[config.mk]
export PLATFORM = sky130hd
export DESIGN_NAME = positioning_start_sequencer
export DESIGN_NICKNAME = d
export VERILOG_FILES = /design/src/rtl/pss_pkg.sv /design/src/rtl/positioning_start_sequencer.sv /design/src/rtl/entry_table.sv
export SDC_FILE = /design/constraint.sdc
export NUM_CORES = 1
export LEC_CHECK = 0
export BUFFER_PORTS_ARGS = -buffer_cell sky130_fd_sc_hd__buf_2
export CAP_MARGIN = 20
export CORE_MARGIN = 3
export CORE_UTILIZATION = 62
export DETAILED_ROUTE_END_ITERATION = 10
export MAX_ROUTING_LAYER = met4
export PLACE_DENSITY = 0.91
export RECOVER_POWER = 50
export SETUP_SLACK_MARGIN = 0.05
export SYNTH_ARGS = -nofsm -noshare
export SYNTH_HDL_FRONTEND = slang
export SYNTH_HIERARCHICAL = 1
export SYNTH_SLANG_ARGS = --single-unit
[constraint.sdc]
create_clock -name I_CLK_SYS -period 2.4 [get_ports I_CLK_SYS]
set_clock_uncertainty 0.2 [all_clocks]
set_input_delay 0.12 -clock I_CLK_SYS [delete_from_list [all_inputs] [get_ports I_CLK_SYS]]
set_output_delay 0.12 -clock I_CLK_SYS [all_outputs]
set_load 0.01 [all_outputs]
[src/rtl/pss_pkg.sv]
// Shared constants and types of the positioning start sequencer.
package pss_pkg;
   localparam int ENTRY_W = 4;
   localparam int N_ENTRY = 16;
   localparam int N_TRIG = 6;
   localparam int TORQUE_W = 8;
   localparam int TRIG_IDX_W = 3;
   localparam int PRESENT_W = ENTRY_W + 1;
   // Reset values.
   localparam logic [TORQUE_W-1:0] TORQUE_RST = 8'hFA;
   localparam logic SEQ_EN_RST = 1'b0;
   localparam logic [ENTRY_W-1:0] SEQ_START_RST = 4'h0;
   localparam logic [PRESENT_W-1:0] PRESENT_NONE = 5'h1F;
   // Least time the host keeps the select inputs steady before a start.
   localparam int SEL_HOLD_MS = 10;
   localparam int CLK_HZ = 20_000_000;
   localparam longint SEL_HOLD_CYC = (longint'(SEL_HOLD_MS) * CLK_HZ + 999) / 1000;

   typedef struct packed {
      logic seq_en;
      logic [TORQUE_W-1:0] torque;
   } entry_cfg_t;

   localparam entry_cfg_t ENTRY_CFG_RST = '{seq_en: SEQ_EN_RST, torque: TORQUE_RST};

   typedef enum logic [1:0] {
      ST_IDLE = 2'b00,
      ST_FETCH = 2'b01,
      ST_CHECK = 2'b11,
      ST_RUN = 2'b10
   } seq_state_t;

   // Default entry assigned to a direct trigger is its own index.
   function automatic logic [ENTRY_W-1:0] map_default(input int k);
      map_default = ENTRY_W'(k);
   endfunction

   // Entry that follows e in a step sequence; 15 wraps to 0.
   function automatic logic [ENTRY_W-1:0] next_entry(input logic [ENTRY_W-1:0] e);
      next_entry = ENTRY_W'(e + 1'b1);
   endfunction
endpackage

[src/rtl/positioning_start_sequencer.sv]
// Start selection sequencer for stored positioning entries.
//
// Contract
// - Start runs the entry shown on the four select inputs.
// - Ready is low during a move and high again when it completes.
// - A direct trigger runs its assigned entry without a select step.
// - Each trigger has its own entry 0 to 15; defaults 0 to 5.
// - Torque limit always comes from the entry on the select inputs.
// - Each step start runs the entry after the last one run.
// - A step reaching a sequence-disabled entry runs the sequence start instead.
// - Start or trigger moves record their entry as the sequence start.
// - With no prior selection the first step runs entry 0.
// - Sequence reset events set start to 0 and present entry to -1.
// - A single-motion entry runs once, then stops and reports completion.
// - Select inputs are straight binary, bit 0 least significant, entries 0-15.
`timescale 1ns/1ps
module positioning_start_sequencer import pss_pkg::*; #(
   parameter int NUM_TRIG = N_TRIG
) (
   input wire logic I_CLK_SYS, // System clock, 20 MHz.
   input wire logic I_RST_N, // Asynchronous reset, active low.
   input wire logic [ENTRY_W-1:0] I_SEL, // Binary entry select, bit 0 is the LSB.
   input wire logic I_START, // Start request, active high.
   input wire logic [NUM_TRIG-1:0] I_DTRIG, // Direct triggers, active high.
   input wire logic I_STEP_START, // Step start request, active high.
   input wire logic I_MOVE_DONE, // Motion engine finished the move.
   input wire logic I_SEQ_RESET, // Sequence reset event, level.
   input wire logic I_MAP_WE, // Write a trigger entry assignment.
   input wire logic [TRIG_IDX_W-1:0] I_MAP_IDX, // Trigger being assigned.
   input wire logic [ENTRY_W-1:0] I_MAP_ENTRY, // Entry assigned to that trigger.
   input wire logic I_CFG_WE, // Write an entry configuration.
   input wire logic [ENTRY_W-1:0] I_CFG_ADDR, // Entry being configured.
   input wire entry_cfg_t I_CFG_DATA, // Sequence enable and torque limit.
   output logic O_READY, // Ready for a new request.
   output logic O_MOVE_START, // One-cycle pulse to the motion engine.
   output logic [ENTRY_W-1:0] O_MOVE_ENTRY, // Entry being executed.
   output logic [TORQUE_W-1:0] O_TORQUE_LIMIT, // Torque limit of the selected entry.
   output logic [PRESENT_W-1:0] O_PRESENT_ENTRY, // Present entry, all ones for -1.
   output logic [ENTRY_W-1:0] O_SEQ_START, // Sequence starting entry.
   output logic O_COMPLETE // One-cycle pulse when a move completes.
);
   if (NUM_TRIG < 1 || NUM_TRIG > (1 << TRIG_IDX_W)) begin : g_bad_trig
      $error("positioning_start_sequencer: NUM_TRIG out of range");
   end

   seq_state_t state_r, state_nxt;
   logic [ENTRY_W-1:0] entry_r, entry_nxt;
   logic [ENTRY_W-1:0] seq_start_r, seq_start_nxt;
   logic [PRESENT_W-1:0] present_r, present_nxt;
   logic move_start_r, move_start_nxt;
   logic complete_r, complete_nxt;
   logic [ENTRY_W-1:0] map_r [NUM_TRIG];
   logic [ENTRY_W-1:0] map_nxt [NUM_TRIG];
   logic start_q, step_q;
   logic [NUM_TRIG-1:0] trig_q;
   logic rise_start, rise_step;
   logic [NUM_TRIG-1:0] rise_trig;
   entry_cfg_t rd_run;
   entry_cfg_t rd_sel;

   // Requests act on their rising edge so a held input cannot restart a move.
   assign rise_start = I_START & ~start_q;
   assign rise_step = I_STEP_START & ~step_q;
   assign rise_trig = I_DTRIG & ~trig_q;

   // Port B follows the select inputs for every kind of move.
   entry_table #(.DEPTH(N_ENTRY), .AW(ENTRY_W)) u_table (
      .i_clk(I_CLK_SYS),
      .i_rst_n(I_RST_N),
      .i_we(I_CFG_WE),
      .i_waddr(I_CFG_ADDR),
      .i_wdata(I_CFG_DATA),
      .i_raddr_a(entry_r),
      .o_rdata_a(rd_run),
      .i_raddr_b(I_SEL),
      .o_rdata_b(rd_sel)
   );

   always_comb begin
      for (int k = 0; k < NUM_TRIG; k++) begin
         map_nxt[k] = map_r[k];
      end
      if (I_MAP_WE && int'(I_MAP_IDX) < NUM_TRIG) begin
         map_nxt[I_MAP_IDX] = I_MAP_ENTRY;
      end
   end

   always_comb begin
      state_nxt = state_r;
      entry_nxt = entry_r;
      seq_start_nxt = seq_start_r;
      present_nxt = present_r;
      move_start_nxt = 1'b0;
      complete_nxt = 1'b0;
      case (state_r)
         ST_IDLE: begin
            // Only this state takes requests; all others ignore them.
            if (rise_start) begin
               entry_nxt = I_SEL;
               seq_start_nxt = I_SEL;
               present_nxt = {1'b0, I_SEL};
               move_start_nxt = 1'b1;
               state_nxt = ST_RUN;
            end else if (|rise_trig) begin
               for (int k = NUM_TRIG - 1; k >= 0; k--) begin
                  if (rise_trig[k]) begin
                     entry_nxt = map_r[k];
                     seq_start_nxt = map_r[k];
                     present_nxt = {1'b0, map_r[k]};
                  end
               end
               move_start_nxt = 1'b1;
               state_nxt = ST_RUN;
            end else if (rise_step) begin
               if (present_r == PRESENT_NONE) begin
                  // Nothing run yet: the sequence start itself runs.
                  entry_nxt = seq_start_r;
                  present_nxt = {1'b0, seq_start_r};
                  move_start_nxt = 1'b1;
                  state_nxt = ST_RUN;
               end else begin
                  entry_nxt = next_entry(present_r[ENTRY_W-1:0]);
                  state_nxt = ST_FETCH;
               end
            end
         end
         ST_FETCH: begin
            state_nxt = ST_CHECK;
         end
         ST_CHECK: begin
            if (!rd_run.seq_en) begin
               entry_nxt = seq_start_r;
               present_nxt = {1'b0, seq_start_r};
            end else begin
               present_nxt = {1'b0, entry_r};
            end
            move_start_nxt = 1'b1;
            state_nxt = ST_RUN;
         end
         ST_RUN: begin
            if (I_MOVE_DONE) begin
               complete_nxt = 1'b1;
               state_nxt = ST_IDLE;
            end
         end
         default: begin
            state_nxt = ST_IDLE;
         end
      endcase
      if (I_SEQ_RESET) begin
         seq_start_nxt = SEQ_START_RST;
         present_nxt = PRESENT_NONE;
      end
   end

   always_ff @(posedge I_CLK_SYS or negedge I_RST_N) begin
      if (!I_RST_N) begin
         state_r <= ST_IDLE;
         entry_r <= SEQ_START_RST;
         seq_start_r <= SEQ_START_RST;
         present_r <= PRESENT_NONE;
         move_start_r <= 1'b0;
         complete_r <= 1'b0;
         start_q <= 1'b0;
         step_q <= 1'b0;
         trig_q <= '0;
         for (int k = 0; k < NUM_TRIG; k++) begin
            map_r[k] <= map_default(k);
         end
      end else begin
         state_r <= state_nxt;
         entry_r <= entry_nxt;
         seq_start_r <= seq_start_nxt;
         present_r <= present_nxt;
         move_start_r <= move_start_nxt;
         complete_r <= complete_nxt;
         start_q <= I_START;
         step_q <= I_STEP_START;
         trig_q <= I_DTRIG;
         for (int k = 0; k < NUM_TRIG; k++) begin
            map_r[k] <= map_nxt[k];
         end
      end
   end

   // Ready is decoded from the state so it drops in the cycle after a request is taken.
   assign O_READY = (state_r == ST_IDLE);
   assign O_MOVE_START = move_start_r;
   assign O_MOVE_ENTRY = entry_r;
   assign O_TORQUE_LIMIT = rd_sel.torque;
   assign O_PRESENT_ENTRY = present_r;
   assign O_SEQ_START = seq_start_r;
   assign O_COMPLETE = complete_r;
endmodule

[src/rtl/entry_table.sv]
// Per-entry configuration store with two registered read ports.
`timescale 1ns/1ps
module entry_table import pss_pkg::*; #(
   parameter int DEPTH = N_ENTRY,
   parameter int AW = ENTRY_W
) (
   input wire logic i_clk, // System clock.
   input wire logic i_rst_n, // Asynchronous reset, active low.
   input wire logic i_we, // Write strobe.
   input wire logic [AW-1:0] i_waddr, // Write entry.
   input wire entry_cfg_t i_wdata, // Write data.
   input wire logic [AW-1:0] i_raddr_a, // Read entry, port A.
   output entry_cfg_t o_rdata_a, // Registered data, port A.
   input wire logic [AW-1:0] i_raddr_b, // Read entry, port B.
   output entry_cfg_t o_rdata_b // Registered data, port B.
);
   if (DEPTH != (1 << AW)) begin : g_bad_depth
      $error("entry_table: DEPTH must equal 2**AW");
   end

   entry_cfg_t mem_r [DEPTH];
   entry_cfg_t mem_nxt [DEPTH];
   entry_cfg_t rd_a_nxt;
   entry_cfg_t rd_b_nxt;

   always_comb begin
      for (int i = 0; i < DEPTH; i++) begin
         mem_nxt[i] = mem_r[i];
      end
      if (i_we) begin
         mem_nxt[i_waddr] = i_wdata;
      end
      rd_a_nxt = mem_r[i_raddr_a];
      rd_b_nxt = mem_r[i_raddr_b];
   end

   always_ff @(posedge i_clk or negedge i_rst_n) begin
      if (!i_rst_n) begin
         for (int i = 0; i < DEPTH; i++) begin
            mem_r[i] <= ENTRY_CFG_RST;
         end
         o_rdata_a <= ENTRY_CFG_RST;
         o_rdata_b <= ENTRY_CFG_RST;
      end else begin
         for (int i = 0; i < DEPTH; i++) begin
            mem_r[i] <= mem_nxt[i];
         end
         o_rdata_a <= rd_a_nxt;
         o_rdata_b <= rd_b_nxt;
      end
   end
endmodule

==> impl_metrics.prom <==
# TYPE chip_impl_metric gauge
chip_impl_metric{name="clkTransAtPathRegs",unit="ns"} 0.06
chip_impl_metric{name="initialDrtViolationCount",unit=""} 429
chip_impl_metric{name="die_height",unit="µm"} 132
chip_impl_metric{name="finalSetupViolCount",unit=""} 0
chip_impl_info{name="end_kind",value="flip-flop"} 1
chip_impl_metric{name="final_antenna_net_count",unit=""} 0
chip_impl_metric{name="antenna_found_initial",unit=""} 0
chip_impl_metric{name="drt_wl_total",unit="µm"} 22500
chip_impl_metric{name="floorplan.rows",unit=""} 45
chip_impl_info{name="cts_tree",value="built"} 1
chip_impl_metric{name="postLayoutCoreUtil",unit="%"} 72.8
chip_impl_metric{name="routabilityCongestion",unit=""} 0.921
chip_impl_info{name="setup.worst_path.start",value="trig_q[4]"} 1
chip_impl_metric{name="vias",unit=""} 6196
chip_impl_metric{name="synth_nets",unit=""} 711
chip_impl_metric{name="postPlaceCellArea",unit="mm²"} 0.0103
chip_impl_metric{name="starting_density_of_the_core",unit="%"} 64.3
chip_impl_metric{name="worstSkewPairLatency",unit="ns"} 0.49
chip_impl_metric{name="dp_hpwl",unit="µm"} 14600
chip_impl_metric{name="max-clock-path-buffers",unit=""} 3
chip_impl_metric{name="period_share",unit="%"} 89.0
chip_impl_metric{name="max_cap_viol_count",unit=""} 0
chip_impl_metric{name="clkSinkCount",unit=""} 202
chip_impl_metric{name="max_freq",unit="GHz"} 0.468
chip_impl_metric{name="final_net_count",unit=""} 806
chip_impl_info{name="status",value="completed"} 1
chip_impl_metric{name="timing.reg2reg.setup_slack",unit="ns"} 0.26
chip_impl_info{name="worstHoldPathType",value="input pin to flip-flop"} 1
chip_impl_metric{name="crit_required",unit="ns"} 2.56
chip_impl_info{name="worstReg2RegEnd",value="O_SEQ_START[2]"} 1
chip_impl_info{name="layout.cells.most_common",value="mux2_2"} 1
chip_impl_metric{name="final.hold.worst_slack",unit="ns"} 0.0203
chip_impl_metric{name="maxSlewHeadroom",unit="%"} 14.7
chip_impl_metric{name="areaGrowthSynthToFinish",unit="%"} 13.3
chip_impl_info{name="worstReg2RegStart",value="trig_q[4]"} 1
chip_impl_info{name="rsz0062_at_grt",value="no"} 1
chip_impl_metric{name="ctsHtreeMaxLevel",unit=""} 1
chip_impl_metric{name="finalHoldViolations",unit=""} 0
chip_impl_metric{name="post-cts-setup-buffer-count",unit=""} 0
chip_impl_metric{name="cts_buffers",unit=""} 21
chip_impl_metric{name="vias_per_cell",unit=""} 6.27
chip_impl_metric{name="path_max_fanout",unit=""} 12
chip_impl_metric{name="ys.warnings.count",unit=""} 6
chip_impl_info{name="cts-root-buf",value="clkbuf_16"} 1
chip_impl_metric{name="drt-wirelength-per-cell",unit="µm"} 22.8
chip_impl_metric{name="floorplan.die_area",unit="mm²"} 0.0175
chip_impl_metric{name="grtUsageTotal",unit="%"} 26.7
chip_impl_metric{name="post-route-worst-setup-slack",unit="ns"} 0.264
chip_impl_info{name="layout_common_cells",value="153 x mux2_2, 114 x dfstp_2, 88 x dfrtp_1"} 1
chip_impl_metric{name="width_of_the_chip",unit="µm"} 132
chip_impl_info{name="path_class",value="flip-flop to flip-flop"} 1
chip_impl_metric{name="syn-cell-area",unit="mm²"} 0.00988
chip_impl_metric{name="min_period",unit="ns"} 2.14
chip_impl_metric{name="grt.overflow.total",unit=""} 0
chip_impl_metric{name="final.fill_count",unit=""} 942
chip_impl_metric{name="dpl_worst_slack",unit="ns"} 0.315
chip_impl_metric{name="drt_pass1_iterations",unit=""} 4
chip_impl_metric{name="worst_ir_drop_on_vdd",unit="µV"} 815
chip_impl_metric{name="buffer_ports.inserted",unit=""} 61
chip_impl_metric{name="syn-mean-instance-area",unit="µm²"} 14.8
chip_impl_metric{name="grt_max_degree",unit=""} 60
chip_impl_metric{name="max_slew.worst_pin.slew",unit="ns"} 1.28
chip_impl_metric{name="syn-instance-count",unit=""} 667
chip_impl_metric{name="power.leakage",unit="nW"} 4.70
chip_impl_metric{name="drt_drc_violations_left",unit=""} 0
chip_impl_info{name="worst_setup_path_endpoint",value="O_SEQ_START[2]"} 1
chip_impl_metric{name="postLayoutCellArea",unit="mm²"} 0.0112
chip_impl_metric{name="design.core.area",unit="mm²"} 0.0154
chip_impl_metric{name="io_pins",unit=""} 62
chip_impl_metric{name="diodes",unit=""} 0
chip_impl_metric{name="reg2regPathDepth",unit=""} 6
chip_impl_metric{name="power_per_cell_area",unit="mW/mm²"} 987
chip_impl_metric{name="final-max-slew-violation-count",unit=""} 0
chip_impl_metric{name="worstPathArrival",unit="ns"} 2.30
chip_impl_metric{name="setup_total_negative_slack",unit="ns"} 0
chip_impl_metric{name="wire_length_of_the_first_global_routing_pass",unit="µm"} 36100
chip_impl_metric{name="grt_pass1_vias",unit=""} 6654
chip_impl_metric{name="layout-drive-gt1-share",unit="%"} 56.0
chip_impl_info{name="cp-start-kind",value="flip-flop"} 1
[power by group]
| part | internal [mW] | switching [mW] | leakage [nW] |
|---|---|---|---|
| sequential | 4.57 | 0.582 | 2.27 |
| clock | 1.92 | 1.28 | 0.334 |
| combinational | 1.47 | 1.23 | 2.09 |
[metal layers]
layer | vias to the layer above | GRT usage [%] | wire, µm
li1 | 2687 | - | -
met1 | 3206 | 35.8 | 9580
met2 | 240 | 42.8 | 10900
met3 | 63 | 3.82 | 1150
met4 | 0 | 8.89 | 799
met5 | - | - | 0
[worst max-delay path, stage by stage (launching register included)]
cell and delay, ns:
dfrtp_1 0.41, nand2b_2 0.24, and3_1 0.26, nand2_2 0.23, nand2_1 0.19, a211oi_1 0.38, nor3_1 0.09
[metrics by stage]
stage	std cells	total power, mW
5_1_grt	988	11.6
3_3_place_gp	917	7.63
6_report	988	11.0
4_1_cts	988	11.1
2_1_floorplan	667	7.12
3_5_place_dp	917	7.81
[how the worst min path moves through the flow]
stage                     startpoint                    to  slack (ns)  cells after the start
after floorplan              I_RST_N            O_COMPLETE       -0.38                      0
after global placement       I_RST_N    u_table/mem_r[126]       -0.10                      1
after detailed placement     I_RST_N    u_table/mem_r[108]       -0.09                      1
after CTS                   I_SEL[3]        O_SEQ_START[3]       0.007                      4
after global routing        I_SEL[3]  u_table/o_rdata_b[4]        0.03                      4
final                       I_SEL[3]        O_SEQ_START[3]        0.02                      4
[flip-flops by register name (all words and copies together), names as in the netlist]
name	count
O_COMPLETE	1
O_MOVE_ENTRY	4
O_MOVE_START	1
O_PRESENT_ENTRY	5
O_SEQ_START	4
map_r	24
start_q	1
state_r	2
step_q	1
trig_q	6
u_table/mem_r	144
u_table/o_rdata_a	1
u_table/o_rdata_b	8
[area by class of cell]
class / instances / area (µm²) / share of cell area, %
clock buffer: 35 / 638 / 5.70
sequential: 202 / 5200 / 46.4
multi-input combinational: 417 / 4260 / 38.0
timing repair buffer: 112 / 761 / 6.80
clock inverter: 3 / 43.8 / 0.391
tap: 211 / 264 / 2.36
inverter: 8 / 30.0 / 0.268
[what timing repair did]
action / in CTS / in global routing
endpoints found under the setup margin: 0 / 1
gates resized for setup: 0 / 1
hold buffers: 33 / 0
hold endpoints to repair: 315 / 0
Note: power is estimated with default switching activity, not from simulation.
